`src/deser_regs_pkg.sv`:
```
// Package of offsets, reset values, field positions and types for the block.
package deser_regs_pkg;

    // ********************************************************
    // Register offsets (byte addresses on the plain port).
    // ********************************************************
    localparam logic [7:0] OFS_PIN_CTRL = 8'h06;
    localparam logic [7:0] OFS_RSVD7 = 8'h07;
    localparam logic [7:0] OFS_SYNC_FILT = 8'h08;
    localparam logic [7:0] OFS_RSVD9 = 8'h09;
    localparam logic [7:0] OFS_RSVD10 = 8'h0A;
    localparam logic [7:0] OFS_RSVD11 = 8'h0B;
    localparam logic [7:0] OFS_ERR_THR = 8'h0C;
    localparam logic [7:0] OFS_DEC_ERR = 8'h0D;
    localparam logic [7:0] OFS_PAT_ERR = 8'h0E;
    localparam logic [7:0] OFS_AUD_CLK = 8'h12;
    localparam logic [7:0] OFS_RSVD19 = 8'h13;
    localparam logic [7:0] OFS_IRQ_STAT = 8'h20;
    localparam logic [7:0] OFS_IRQ_MASK = 8'h21;

    // ********************************************************
    // Reset values.
    // ********************************************************
    localparam logic [7:0] RST_PIN_CTRL = 8'h0A;
    localparam logic [7:0] RST_RSVD7 = 8'h54;
    localparam logic [7:0] RST_SYNC_FILT = 8'h30;
    localparam logic [7:0] RST_RSVD9 = 8'hC8;
    localparam logic [7:0] RST_RSVD10 = 8'h12;
    localparam logic [7:0] RST_RSVD11 = 8'h20;
    localparam logic [7:0] RST_ERR_THR = 8'h00;
    localparam logic [7:0] RST_AUD_CLK = 8'h00;
    localparam logic [4:0] RST_RSVD19 = 5'h10;
    localparam logic [7:0] RST_IRQ_MASK = 8'h00;

    // ********************************************************
    // Field positions.
    // ********************************************************
    localparam int BIT_AUTO_CLR = 6;
    localparam int BIT_IRQ_FWD_DIS = 5;
    localparam int BIT_IRQ_IN = 4;
    localparam int BIT_GP1_OUT = 3;
    localparam int BIT_GP1_IN = 2;
    localparam int BIT_GP0_OUT = 1;
    localparam int BIT_GP0_IN = 0;
    localparam int BIT_VS_FILT_DIS = 1;
    localparam int BIT_HS_FILT_DIS = 0;
    localparam int BIT_AUD_SRC = 7;

    // Interrupt status bits: decode error, pattern error, error pin set.
    localparam int IRQ_DEC = 0;
    localparam int IRQ_PAT = 1;
    localparam int IRQ_THR = 2;

    // Glitch filter length in clocks: a sync level must stand this long.
    localparam logic [1:0] FILT_LEN = 2'h3;

    // Register bus request carried as one struct.
    typedef struct packed {
        logic [7:0] addr;  // Byte address.
        logic [7:0] wdata; // Write data.
        logic wr;          // Write strobe.
        logic rd;          // Read strobe.
    } bus_req_s;

    // Sync filter state; each step one bit apart except FS_TAKE back to FS_STEADY, which flips both.
    typedef enum logic [1:0] {
        FS_STEADY = 2'b00,
        FS_CHANGE = 2'b01,
        FS_TAKE = 2'b11
    } filt_state_e;

endpackage

```
`src/deser_status_gpio_regs.sv`:
```
// Control and status registers of the serial-link video deserializer.
// Operation
// - Auto-clear bit clears error counters and output
// - Forward interrupts unless forward-disable bit set
// - Read-only bit shows interrupt input level
// - Pin one driven from value bit, readback
// - Pin zero driven from value bit, readback
// - Vertical sync filter unless disable bit set
// - Horizontal sync filter unless disable bit set
// - Error output low when count exceeds threshold
// - Eight-bit decode error counter, reset zero
// - Decode counter held zero in pattern mode
// - Audio clock source, seven-bit divider, zero off
//
// Local design decision: the plain strobed port.
`timescale 1ns/10ps
`default_nettype none

module deser_status_gpio_regs (
    input wire logic clock,                          // Device clock.
    input wire logic rst_n,                          // Async reset, low.
    input wire deser_regs_pkg::bus_req_s bus_req,    // Register request.
    output logic [7:0] rdata,                        // Read data, next cycle.
    input wire logic irq_in,                         // Interrupt input pin.
    output logic irq_forward,                        // Interrupt to link.
    input wire logic gp_pin_one_in,                  // Pin one level.
    output logic gp_pin_one_out,                     // Pin one drive level.
    output logic gp_pin_one_oe,                      // Pin one enable.
    input wire logic gp_pin_zero_in,                 // Pin zero level.
    output logic gp_pin_zero_out,                    // Pin zero drive level.
    output logic gp_pin_zero_oe,                     // Pin zero enable.
    input wire logic vsync_in,                       // Recovered vsync.
    input wire logic hsync_in,                       // Recovered hsync.
    output logic vsync_out,                          // Vsync after filter.
    output logic hsync_out,                          // Hsync after filter.
    input wire logic decode_error,                   // One decode error.
    input wire logic pattern_mode,                   // Pattern test active.
    input wire logic pattern_error,                  // One pattern mismatch.
    output logic error_n,                            // Error output, low.
    input wire logic recovered_pixel_clock,          // Pixel clock level.
    input wire logic osc_clock,                      // Oscillator level.
    output logic audio_mclk,                         // Audio master clock.
    output logic irq                                 // Interrupt, high.
);
    import deser_regs_pkg::*;

    // ********************************************************
    // Register storage.
    // ********************************************************
    logic [7:0] pin_ctrl_r;      // Writable bits of the pin control.
    logic [1:0] sync_filt_r;     // Filter disable bits.
    logic [7:0] err_thr_r;       // Error threshold.
    logic [7:0] decode_error_count_r; // Decode error counter.
    logic [7:0] pattern_error_count_r; // Pattern error counter.
    logic [7:0] aud_clk_r;       // Audio clock source and divider.
    logic [7:0] irq_stat_r;      // Sticky interrupt status.
    logic [7:0] irq_mask_r;      // Interrupt mask.
    logic [7:0] rdata_nxt;       // Read data before the flop.
    logic wr_en;                 // Write strobe.
    logic auto_error_clear;      // Auto-clear control.
    logic irq_forward_disable;   // Forwarding off.
    logic [7:0] irq_set;         // Events this cycle.
    logic error_active;          // Count above threshold.

    assign wr_en = bus_req.wr;
    assign auto_error_clear = pin_ctrl_r[BIT_AUTO_CLR];
    assign irq_forward_disable = pin_ctrl_r[BIT_IRQ_FWD_DIS];

    // ********************************************************
    // Register writes.
    // ********************************************************
    // Software-written control registers; read-only bits are not stored.
    always_ff @(posedge clock or negedge rst_n) begin
        if (!rst_n) begin
            pin_ctrl_r <= RST_PIN_CTRL;
            sync_filt_r <= RST_SYNC_FILT[1:0];
            err_thr_r <= RST_ERR_THR;
            aud_clk_r <= RST_AUD_CLK;
            irq_mask_r <= RST_IRQ_MASK;
        end else if (wr_en) begin
            unique case (bus_req.addr)
                // Only the writable bits are taken; bit 7 stays zero.
                OFS_PIN_CTRL: pin_ctrl_r <= bus_req.wdata & 8'h6A;
                OFS_SYNC_FILT: sync_filt_r <= bus_req.wdata[1:0];
                OFS_ERR_THR: err_thr_r <= bus_req.wdata;
                OFS_AUD_CLK: aud_clk_r <= bus_req.wdata;
                OFS_IRQ_MASK: irq_mask_r <= bus_req.wdata;
                default: begin
                    // Read-only and reserved writes are ignored.
                end
            endcase
        end
    end

    // ********************************************************
    // Error counters.
    // ********************************************************
    // Decode errors saturate at 0xFF so a storm never wraps to a low count.
    always_ff @(posedge clock or negedge rst_n) begin
        if (!rst_n) begin
            decode_error_count_r <= 8'h00;
        end else if (pattern_mode || auto_error_clear) begin
            decode_error_count_r <= 8'h00;
        end else if (decode_error && decode_error_count_r != 8'hFF) begin
            decode_error_count_r <= decode_error_count_r + 8'h01;
        end
    end

    // Pattern mismatches counted only in pattern mode, also saturating.
    always_ff @(posedge clock or negedge rst_n) begin
        if (!rst_n) begin
            pattern_error_count_r <= 8'h00;
        end else if (auto_error_clear) begin
            pattern_error_count_r <= 8'h00;
        end else if (pattern_mode && pattern_error
                     && pattern_error_count_r != 8'hFF) begin
            pattern_error_count_r <= pattern_error_count_r + 8'h01;
        end
    end

    assign error_active = decode_error_count_r > err_thr_r;

    // Error output from a flop; auto-clear forces it inactive at the next clock edge.
    always_ff @(posedge clock or negedge rst_n) begin
        if (!rst_n) begin
            error_n <= 1'b1;
        end else begin
            error_n <= ~(error_active && !auto_error_clear);
        end
    end

    // ********************************************************
    // Interrupt forwarding and pins.
    // ********************************************************
    // Forwarding and pin drive are flopped so every output is a register.
    always_ff @(posedge clock or negedge rst_n) begin
        if (!rst_n) begin
            irq_forward <= 1'b0;
            gp_pin_one_out <= 1'b1;
            gp_pin_zero_out <= 1'b1;
            gp_pin_one_oe <= 1'b0;
            gp_pin_zero_oe <= 1'b0;
        end else begin
            irq_forward <= irq_in && !irq_forward_disable;
            gp_pin_one_out <= pin_ctrl_r[BIT_GP1_OUT];
            gp_pin_one_oe <= 1'b1;
            gp_pin_zero_out <= pin_ctrl_r[BIT_GP0_OUT];
            gp_pin_zero_oe <= 1'b1;
        end
    end

    // ********************************************************
    // Sync glitch filters.
    // ********************************************************
    // One filter per sync line; a new level must hold FILT_LEN clocks.
    // Limitation: filtering delays the sync edge by that many clocks plus one.
    logic [1:0] sync_raw;     // Vsync at 1, hsync at 0.
    logic [1:0] sync_filt;    // Filtered levels.
    logic [1:0] sync_sel_r;   // Selected output levels.
    assign sync_raw = {vsync_in, hsync_in};

    genvar g;
    generate
        for (g = 0; g < 2; g++) begin : g_filt
            filt_state_e st_r;        // Filter state.
            logic lvl_r;              // Accepted level.
            logic [1:0] cnt_r;        // Stable-cycle count.
            always_ff @(posedge clock or negedge rst_n) begin
                if (!rst_n) begin
                    st_r <= FS_STEADY;
                    lvl_r <= 1'b0;
                    cnt_r <= 2'h0;
                end else begin
                    unique case (st_r)
                        FS_STEADY: begin
                            cnt_r <= 2'h1;
                            if (sync_raw[g] != lvl_r) begin
                                st_r <= FS_CHANGE;
                            end
                        end
                        FS_CHANGE: begin
                            if (sync_raw[g] == lvl_r) begin
                                // A glitch: drop it.
                                st_r <= FS_STEADY;
                            end else if (cnt_r + 2'h1 >= FILT_LEN) begin
                                st_r <= FS_TAKE;
                            end else begin
                                cnt_r <= cnt_r + 2'h1;
                            end
                        end
                        FS_TAKE: begin
                            lvl_r <= ~lvl_r;
                            st_r <= FS_STEADY;
                        end
                        default: st_r <= FS_STEADY;
                    endcase
                end
            end
            assign sync_filt[g] = lvl_r;
        end
    endgenerate

    always_ff @(posedge clock or negedge rst_n) begin
        if (!rst_n) begin
            sync_sel_r <= 2'b00;
        end else begin
            sync_sel_r[1] <= sync_filt_r[BIT_VS_FILT_DIS] ? sync_raw[1]
                                                         : sync_filt[1];
            sync_sel_r[0] <= sync_filt_r[BIT_HS_FILT_DIS] ? sync_raw[0]
                                                         : sync_filt[0];
        end
    end
    assign vsync_out = sync_sel_r[1];
    assign hsync_out = sync_sel_r[0];

    // ********************************************************
    // Audio master clock.
    // ********************************************************
    // The source levels are sampled as data; the divider counts rising
    // edges of the chosen source and toggles every divider-value edges.
    logic src_r;              // Source level last cycle.
    logic src_now;            // Chosen source level.
    logic [6:0] div_cnt_r;    // Edge count.
    logic [6:0] div_val;      // Divider setting.
    assign div_val = aud_clk_r[6:0];
    assign src_now = aud_clk_r[BIT_AUD_SRC] ? osc_clock
                                            : recovered_pixel_clock;

    always_ff @(posedge clock or negedge rst_n) begin
        if (!rst_n) begin
            src_r <= 1'b0;
            div_cnt_r <= 7'h00;
            audio_mclk <= 1'b0;
        end else begin
            src_r <= src_now;
            if (div_val == 7'h00) begin
                div_cnt_r <= 7'h00;
                audio_mclk <= 1'b0;
            end else if (src_now && !src_r) begin
                if (div_cnt_r + 7'h01 >= div_val) begin
                    div_cnt_r <= 7'h00;
                    audio_mclk <= ~audio_mclk;
                end else begin
                    div_cnt_r <= div_cnt_r + 7'h01;
                end
            end
        end
    end

    // ********************************************************
    // Interrupt status and output.
    // ********************************************************
    always_comb begin
        irq_set = 8'h00;
        irq_set[IRQ_DEC] = decode_error && !pattern_mode;
        irq_set[IRQ_PAT] = pattern_error && pattern_mode;
        irq_set[IRQ_THR] = error_active && error_n;
    end

    // Write-one-to-clear; a new event in the same cycle wins the clear.
    always_ff @(posedge clock or negedge rst_n) begin
        if (!rst_n) begin
            irq_stat_r <= 8'h00;
            irq <= 1'b0;
        end else begin
            if (wr_en && bus_req.addr == OFS_IRQ_STAT) begin
                irq_stat_r <= (irq_stat_r & ~bus_req.wdata) | irq_set;
            end else begin
                irq_stat_r <= irq_stat_r | irq_set;
            end
            irq <= |(irq_stat_r & irq_mask_r);
        end
    end

    // ********************************************************
    // Read path.
    // ********************************************************
    always_comb begin
        rdata_nxt = 8'h00;
        unique case (bus_req.addr)
            OFS_PIN_CTRL: begin
                rdata_nxt = pin_ctrl_r;
                rdata_nxt[BIT_IRQ_IN] = irq_in;
                rdata_nxt[BIT_GP1_IN] = gp_pin_one_in;
                rdata_nxt[BIT_GP0_IN] = gp_pin_zero_in;
            end
            OFS_RSVD7: rdata_nxt = RST_RSVD7;
            OFS_SYNC_FILT: rdata_nxt = {RST_SYNC_FILT[7:2], sync_filt_r};
            OFS_RSVD9: rdata_nxt = RST_RSVD9;
            OFS_RSVD10: rdata_nxt = RST_RSVD10;
            OFS_RSVD11: rdata_nxt = RST_RSVD11;
            OFS_ERR_THR: rdata_nxt = err_thr_r;
            OFS_DEC_ERR: rdata_nxt = decode_error_count_r;
            OFS_PAT_ERR: rdata_nxt = pattern_error_count_r;
            OFS_AUD_CLK: rdata_nxt = aud_clk_r;
            OFS_RSVD19: rdata_nxt = {3'h0, RST_RSVD19};
            OFS_IRQ_STAT: rdata_nxt = irq_stat_r;
            OFS_IRQ_MASK: rdata_nxt = irq_mask_r;
            default: rdata_nxt = 8'h00;
        endcase
    end

    // Read data stands only in the cycle after the strobe.
    always_ff @(posedge clock or negedge rst_n) begin
        if (!rst_n) begin
            rdata <= 8'h00;
        end else begin
            rdata <= bus_req.rd ? rdata_nxt : 8'h00;
        end
    end
endmodule

`default_nettype wire

```
`config.mk`:
```
export PLATFORM = sky130hd
export DESIGN_NAME = deser_status_gpio_regs
export DESIGN_NICKNAME = d
export VERILOG_FILES = /design/src/deser_regs_pkg.sv /design/src/deser_status_gpio_regs.sv
export SDC_FILE = /design/constraint.sdc
export NUM_CORES = 1
export LEC_CHECK = 0
export BUFFER_PORTS_ARGS = -buffer_cell sky130_fd_sc_hd__buf_2
export CAP_MARGIN = 30
export CORE_ASPECT_RATIO = 0.7
export CORE_MARGIN = 2
export CORE_UTILIZATION = 55
export DETAILED_ROUTE_END_ITERATION = 8
export PLACE_DENSITY_LB_ADDON = 0.08
export SLEW_MARGIN = 40
export SYNTH_ARGS = -nofsm -noshare
export SYNTH_HDL_FRONTEND = slang
export SYNTH_SLANG_ARGS = --single-unit
```
`constraint.sdc`:
```
create_clock -name clock -period 3.9 [get_ports clock]
set_input_delay 0.39 -clock clock [delete_from_list [all_inputs] [get_ports clock]]
set_output_delay 0.39 -clock clock [all_outputs]
set_load 0.02 [all_outputs]
```
Word level (Yosys, flattened, before mapping)

Index checks and enable logic that the tools add are counted.

Bits of input ports: 30
Output and inout bits: 18
Flip-flop bits (word level): 89

Mux-type cells: 30
$lt $le $gt $ge: 4
Reductions and logical operators: 34
Bitwise operators: 9
Equality and inequality tests: 31
Add/subtract/negate cells: 5

Operator list:

| cell                                                | count |
|---|---|
| one-hot mux 8 bit (13 select lines)                 | 1 |
| equality test 8 x 4 -> 1 bit, second input constant | 7 |
| two-way mux 8 bit                                   | 6 |
| two-way mux 7 bit                                   | 3 |
| two-way mux 2 bit                                   | 10 |
| adder 8 x 1 -> 8 bit, second input constant         | 2 |
| bitwise AND 8 bit                                   | 2 |
| equality test 8 x 3 -> 1 bit, second input constant | 2 |
| equality test 8 x 5 -> 1 bit, second input constant | 2 |
| equality test 8 x 6 -> 1 bit, second input constant | 2 |
| inequality test 8 bit, second input constant        | 2 |
| bitwise OR 8 x 3 -> 8 bit                           | 2 |
| one-hot mux 2 bit (2 select lines)                  | 4 |
| AND reduction 2 bit                                 | 8 |
| inequality test 2 bit, second input constant        | 6 |
| nonzero test 2 bit                                  | 6 |
| logical AND 1 bit                                   | 9 |
| greater-than comparator 8 bit                       | 1 |
| inverter 8 bit                                      | 1 |
| OR reduction 8 bit                                  | 1 |
| adder 7 x 1 -> 7 bit, second input constant         | 1 |
| greater-or-equal comparator 7 bit                   | 1 |
| logical NOT 7 bit                                   | 1 |
| two-way mux 1 bit                                   | 6 |
| 12 further kinds                                    | 27 |

Longest topological paths before layout

Gate-level depths: netlist of the first run.

Word-level depth: 5
Mapped depth: 9
Depth with buffers taken out: 9

Worst setup path before layout of the first run

No wires, ideal clock.

Path kind: register to register
Start: reg div_cnt_r[0]
End: reg div_cnt_r[2]
Setup time: 82 ps
Cell stages (with the launch flop): 10
Setup slack: 1578 ps
Required time: 3818 ps
Arrival time: 2240 ps
Cells stage by stage: dfrtp_1 -> ha_1 -> nand3_1 -> xnor2_1 -> ha_1 -> and3_1 -> a221o_1 -> a31oi_2 -> nand4b_1 -> a31oi_1

Cells in the longest elaborated chain, start to end: 5

RTL lines:

| what                              | line                                                         | source |
|---|---|---|
| start: declaration                | deser_status_gpio_regs.sv:223                                | `logic [6:0] div_cnt_r;` |
| start signal: assignment          | deser_status_gpio_regs.sv:244                                | `div_cnt_r <= div_cnt_r + 7'h01;` |
| adder 7 x 1 -> 7 bit *            | deser_status_gpio_regs.sv:240, deser_status_gpio_regs.sv:244 |  |
| greater-or-equal comparator 7 bit | deser_status_gpio_regs.sv:240                                | `if (div_cnt_r + 7'h01 >= div_val) begin` |
| two-way mux 7 bit *               | deser_status_gpio_regs.sv:240                                |  |
| two-way mux 7 bit *               | deser_status_gpio_regs.sv:239                                | `end else if (src_now && !src_r) begin` |
| two-way mux 7 bit *               | deser_status_gpio_regs.sv:236                                | `if (div_val == 7'h00) begin` |

Mark *: on every way between the ends. The rest lies on a longest branch, timed or not. The select of a mux whose other input is x is not followed.
A chain may end at the register's enable or synchronous reset.

Worst setup path in the final report of the first run

Same ends and word-level chain as after synthesis.

==> results of run 1 <==
## layer usage
| metal | GRT usage [%] | wire length, microns |
|---|---|---|
| met3 | 7.01 | 898 |
| met4 | 8.45 | 205 |
| met2 | 37.9 | 4860 |
| met5 | 0 | 0 |
| met1 | 39.9 | 5710 |
## worst max path at each step
stage | startpoint | end | slack [ns] | cells past startpoint
after floorplan | div_cnt_r[0] | div_cnt_r[2] | 1.58 | 9
after global placement | div_cnt_r[0] | div_cnt_r[2] | 1.39 | 9
after detailed placement | div_cnt_r[0] | div_cnt_r[2] | 1.18 | 9
after CTS | div_cnt_r[0] | div_cnt_r[2] | 1.15 | 9
after global routing | div_cnt_r[0] | div_cnt_r[2] | 0.90 | 9
final | div_cnt_r[0] | div_cnt_r[2] | 1.13 | 9
## final cells by class
class	instances	share of cell area (%)
Tap cell	120	2.75
Inverter	23	1.58
Timing Repair Buffer	49	4.71
Multi-Input combinational cell	336	44.3
Clock buffer	12	4.71
Clock inverter	4	0.941
Sequential cell	89	41.0
## metrics by stage
stage               hold slack (ns)  util, %  cells  cell area, sq um
floorplan                    0.0944        -    465              4810
global placement              0.367     60.6    617              5140
detailed placement            0.370     60.6    617              5140
CTS                           0.183     64.2    633              5450
global route                 0.0734     64.3    633              5450
finish                       0.0301     64.3    633              5450
## report_power, final
group	internal, mW	switching [mW]
registers	1.02	0.0976
clock network	0.531	0.345
logic	0.172	0.228
total	1.72	0.671
## critical path, stage by stage, from the launching register on
cell      delay (ns)
dfrtp_1         0.44
ha_1            0.28
nand3_1         0.12
xnor2_1         0.25
ha_1            0.30
and3_1          0.19
a221o_1         0.30
a31oi_2         0.42
nand4b_1        0.17
a31oi_1         0.20
## flip-flops by register name, summed over array words and instances (netlist names), 2 cells and up
name	flops
g_filt.cnt_r	4
aud_clk_r	8
pin_ctrl_r	4
decode_error_count_r	8
g_filt.st_r	4
irq_stat_r	8
sync_sel_r	2
sync_filt_r	2
err_thr_r	8
g_filt.lvl_r	2
irq_mask_r	8
pattern_error_count_r	8
div_cnt_r	7
rdata	8
## cells by family (layout without fill, tap and decap cells)
group | count (synthesis) | count (layout) | share of synthesized area (%)
xor+xnor | 21 | 21 | 3.82
mux | 37 | 37 | 8.76
compound gates | 102 | 102 | 14.9
simple gates | 155 | 155 | 17.5
other cells | 1 | 1 | 0.0779
fa+ha+maj | 20 | 20 | 5.20
buf+inv | 40 | 88 | 3.35
flops | 89 | 89 | 46.4
## cells in the mapped netlist, drive strengths merged, types with 2 or more instances
cell type | count | area (sq um)
nor2b | 11 | 68.8
a41oi | 2 | 25.0
dfrtp | 84 | 2100
o211ai | 3 | 22.5
a22o | 3 | 26.3
a22oi | 6 | 45.0
nor4 | 3 | 46.3
nand4 | 8 | 50.1
mux2i | 8 | 80.1
o21a | 2 | 15.0
clkbuf | 9 | 33.8
a31oi | 8 | 56.3
a32o | 2 | 20.0
a32oi | 8 | 70.1
and3 | 8 | 51.3
o22a | 3 | 26.3
o2111ai | 2 | 17.5
dfstp | 5 | 131
or3 | 3 | 23.8
ha | 20 | 250
xor2 | 10 | 87.6
inv | 23 | 86.3
nand2b | 2 | 12.5
a21o | 5 | 38.8
o31ai | 2 | 15.0
a21boi | 5 | 37.5
nor2 | 29 | 111
and4 | 2 | 17.5
a21oi | 20 | 100
nor3 | 5 | 30.0
nand3b | 3 | 22.5
or4 | 2 | 15.0
buf | 8 | 41.3
xnor2 | 11 | 96.3
or2 | 3 | 18.8
nand3 | 19 | 95.1
nand2 | 49 | 186
mux2 | 29 | 342
o21ai | 22 | 110
## layout by cell type (no fill, tap or decap), drive strengths merged, types with 5 or more instances in the layout
cell	n
dfrtp	84
nand2	49
buf	49
nor2	29
mux2	29
inv	23
o21ai	22
a21oi	20
ha	20
nand3	19
clkbuf	12
xnor2	11
nor2b	11
xor2	10
a32oi	8
mux2i	8
nand4	8
and3	8
a31oi	8
a22oi	6
a21boi	5
dfstp	5
nor3	5
a21o	5
==> results.cfg, run 1 <==
[yosys]
synth_cells = 465
avgSynthCellArea_sq_um = 10.3
ys_seq_area_share_pct = 46.4
syn-cell-area_sq_um = 4810
yosysWarnings = 0
yosys_most_used_dff = dfrtp_1
synth_async_sr_flop_share_pct = 100
mappedNetlistNets = 515
netlist-cell-type-count = 70
synth.ff_latch_count = 89
synth_edf_count = 0

[flow_run]
cap_violations = 0

[timing]
hold_viol_final = 0
period_minus_slack_ns = 2.77
tightest_slew_ns = 0.798
fin_skew_ns = 0.00891
period_share_pct = 70.9
max_freq_mhz = 362
drv_slew = 0
rsz0062_at_grt = no
fin_setup_tns_ns = 0
maxSlewHeadroom_pct = 46.3
setup_ws_ns = 1.13
setup_viol = 0

[worst_setup_path]
critPathRequiredTime_ns = 4.16
end_kind = flip-flop
timing.rr.start = div_cnt_r[0]
rrSetupSlack_ns = 1.13
arrival_ns = 3.02
r2r-end = div_cnt_r[2]
worstPathMaxFanout = 10
rr_worst_depth = 9
criticalPathCategory = flip-flop to flip-flop
start_kind = flip-flop

[drt]
via_per_inst = 6.02
detail-route-antenna-nets = 0
wirelength_mm = 11.7
vias = 3809
routedWlPerCell_microns = 18.4
drt_iter0_drc = 286
drcViolationCount = 0
first_pass_iters = 5

[clock_network]
htreeDepth = 3
ctsLongestPathBuffers = 2
holdBufCountCts = 0
root_buffer = clkbuf_16
cts_buffers = 9
clock_sinks = 89
clkTransAtPathRegs_ns = 0.06
clock_latency_ns = 0.34
cts_setup_buffers = 0
tritoncts = done
cts_resized = 0

[cells_and_area]
antennaDiodeCount = 0
fill_cells = 706
area_growth_pct = 13.3
seqCellArea_sq_um = 2230
multi_input_area_sq_um = 2420
fin_nets = 558
drive_gt1_share_pct = 22.8

[floorplan]
die_h_microns = 82.3
std_cell_rows = 28
dieArea_sq_um = 9520
core_area_sq_um = 8480
die_width_microns = 116
num_io_pins = 48
start_util_pct = 56.7

[global_route]
overflow = 0
grt_pass1_wl_mm = 18.9
grtUsageTotal_pct = 26.7
grt_max_degree = 68
grt_pass1_vias = 3610
antenna_found_initial = 0

[place]
pre_cts_ws_ns = 1.18
hpwl_mm = 8.38
io_buffers = 47
gp_congestion = 0.898

[status]
status = complete, no violations

[power_and_ir_drop]
p_leak_nw = 2.52
power.total_mw = 2.40
p_per_area_nw_per_um2 = 440
peakVddDrop_uv = 421

[hold_path]
holdCritPathClass = input pin to asynchronous set/reset pin
(Power assumes the default switching activity.)
==> run 2, diff against run 1 <==
Settings changed: CORE_UTILIZATION 55 to 54.
Clock period 3.9 ns to 2.36 ns, I/O delays scaled along.
==> run 2 against run 1 <==
- clock-buffer cell count shrank 3
- the run now ends with negative setup slack left
- first-iteration DRC count grew 71%
- register-to-register slack lost 1.2 ns
- sequential power grew 64%
- combinational power grew 83%
- critical endpoint unchanged
- clock skew shrank 0.0010 ns
- non-clock buffer count grew 26
==> results.cfg, run 2 (synthesis gave the netlist of run 1 again) <==
[status]
status = finished, violations left
violations = negative setup slack

[cells_and_area]
fin_nets = 584
fill_cells = 702
area_growth_pct = 21.7
drive_gt1_share_pct = 28.8
final_common_cell = dfrtp_1
final_cells = 659
layout_common_cells = dfrtp_1, nand2_1, buf_2, nor2_1
antennaDiodeCount = 0
finish.utilization_pct = 68.5

[clock_network]
ctsLongestPathBuffers = 2
tritoncts = done
clock_sinks = 89
clock_latency_ns = 0.35
root_buffer = clkbuf_16
htreeDepth = 3
cts_buffers = 9
clkTransAtPathRegs_ns = 0.06

[timing]
tightest_slew_ns = 0.616
drv_slew = 0
max_freq_mhz = 414
maxSlewHeadroom_pct = 58.9
fin_setup_tns_ns = -0.101
setup_viol = 4
rsz0062_at_grt = yes
fin_skew_ns = 0.00787
period_share_pct = 102
hold_viol_final = 0
period_minus_slack_ns = 2.42
setup_ws_ns = -0.0564

[drt]
vias = 3975
wirelength_mm = 13.0
routedWlPerCell_microns = 19.7
drt_iter0_drc = 488
via_per_inst = 6.03
detail-route-antenna-nets = 0
drcViolationCount = 0
first_pass_iters = 4

[place]
hpwl_mm = 8.72
dp.cells = 632
pre_cts_ws_ns = -0.0222
io_buffers = 47
gp_congestion = 0.968

[power_and_ir_drop]
p_per_area_nw_per_um2 = 740
peakVddDrop_uv = 571
p_leak_nw = 2.71

[hold_path]
holdCritPathClass = input pin to flip-flop

[global_route]
grt_pass1_wl_mm = 20.2
grt_max_degree = 65
overflow = 0
grt_pass1_vias = 3830
grtUsageTotal_pct = 27.5
antenna_found_initial = 0

[floorplan]
start_util_pct = 56.3
num_io_pins = 48
std_cell_rows = 28
die_h_microns = 83.0
core_area_sq_um = 8550
dieArea_sq_um = 9690
die_width_microns = 117

[worst_setup_path]
start_kind = flip-flop
worstPathMaxFanout = 5
arrival_ns = 2.68
critPathRequiredTime_ns = 2.63
criticalPathCategory = flip-flop to flip-flop
end_kind = flip-flop

[flow_run]
cap_violations = 0
## run 2: changes by cell type in the layout (fill, tap and decap cells not counted), sizes merged
cell	delta
buf	+25
bufinv	+3
clkinv	-1
dlygate4sd3	+1
clkbuf	-3
inv	+1
## run 2: final cells by class
type / count / area [sq um] / share of cell area (%)
clock buffer: 9 / 225 / 3.85
clock inverter: 7 / 141 / 2.41
inverter: 23 / 86.3 / 1.47
multi-input combinational: 336 / 2560 / 43.7
sequential: 89 / 2230 / 38.1
tap: 120 / 150 / 2.56
timing repair buffer: 75 / 462 / 7.88
## run 2: metrics by stage
step	power, mW	hold slack (ns)	cell area, sq um
floorplan	2.30	-0.0596	4810
CTS	4.34	0.00211	5700
global placement	2.53	0.366	5250
finish	4.34	0.133	5860
global route	4.54	0.142	5860
detailed placement	2.56	0.373	5250
## run 2: worst paths after layout
check / start / slack (ns) / cells after the start / endpoint
setup reg to reg: div_cnt_r[0] / -0.06 / 10 / div_cnt_r[2]
hold / removal: recovered_pixel_clock / 0.13 / 3 / src_r
setup / recovery: div_cnt_r[0] / -0.06 / 10 / div_cnt_r[2]
min in group asynchronous: rst_n / 0.43 / 2 / gp_pin_zero_oe
hold reg to reg: pin_ctrl_r[1] / 0.38 / 0 / gp_pin_zero_out
max in group asynchronous: rst_n / 1.27 / 3 / div_cnt_r[2]
## run 2: critical path, cell delays in order (launching register included)
cell and delay, ns:
dfrtp_1 0.42, ha_4 0.22, nand3_4 0.09, xnor2_2 0.17, ha_1 0.33, and3_4 0.16
a221o_1 0.33, a31oi_4 0.20, buf_6 0.15, nand4b_1 0.09, a31oi_1 0.17
## run 2: per-layer routing
layer | part of all wire, % | routed length [microns] | global-route usage [%]
met2 | 44 | 5720 | 38.8
met1 | 45 | 5900 | 41.7
met3 | 8.4 | 1090 | 7.15
met5 | 0 | 0 | 0
met4 | 2.3 | 301 | 7.70
## run 2: report_power, final
group,internal [mW],switching (mW)
Clock,1.14,0.617
Combinational,0.325,0.408
Sequential,1.69,0.156
## run 2: what timing repair did
action / in CTS / in global routing
gates cloned: 1 / 0
pin swaps: 3 / 16
endpoints found under the setup margin: 4 / 8
hold buffers: 0 / 1
resized for setup: 11 / 11
setup buffers: 1 / 8
hold endpoints to repair: 0 / 57
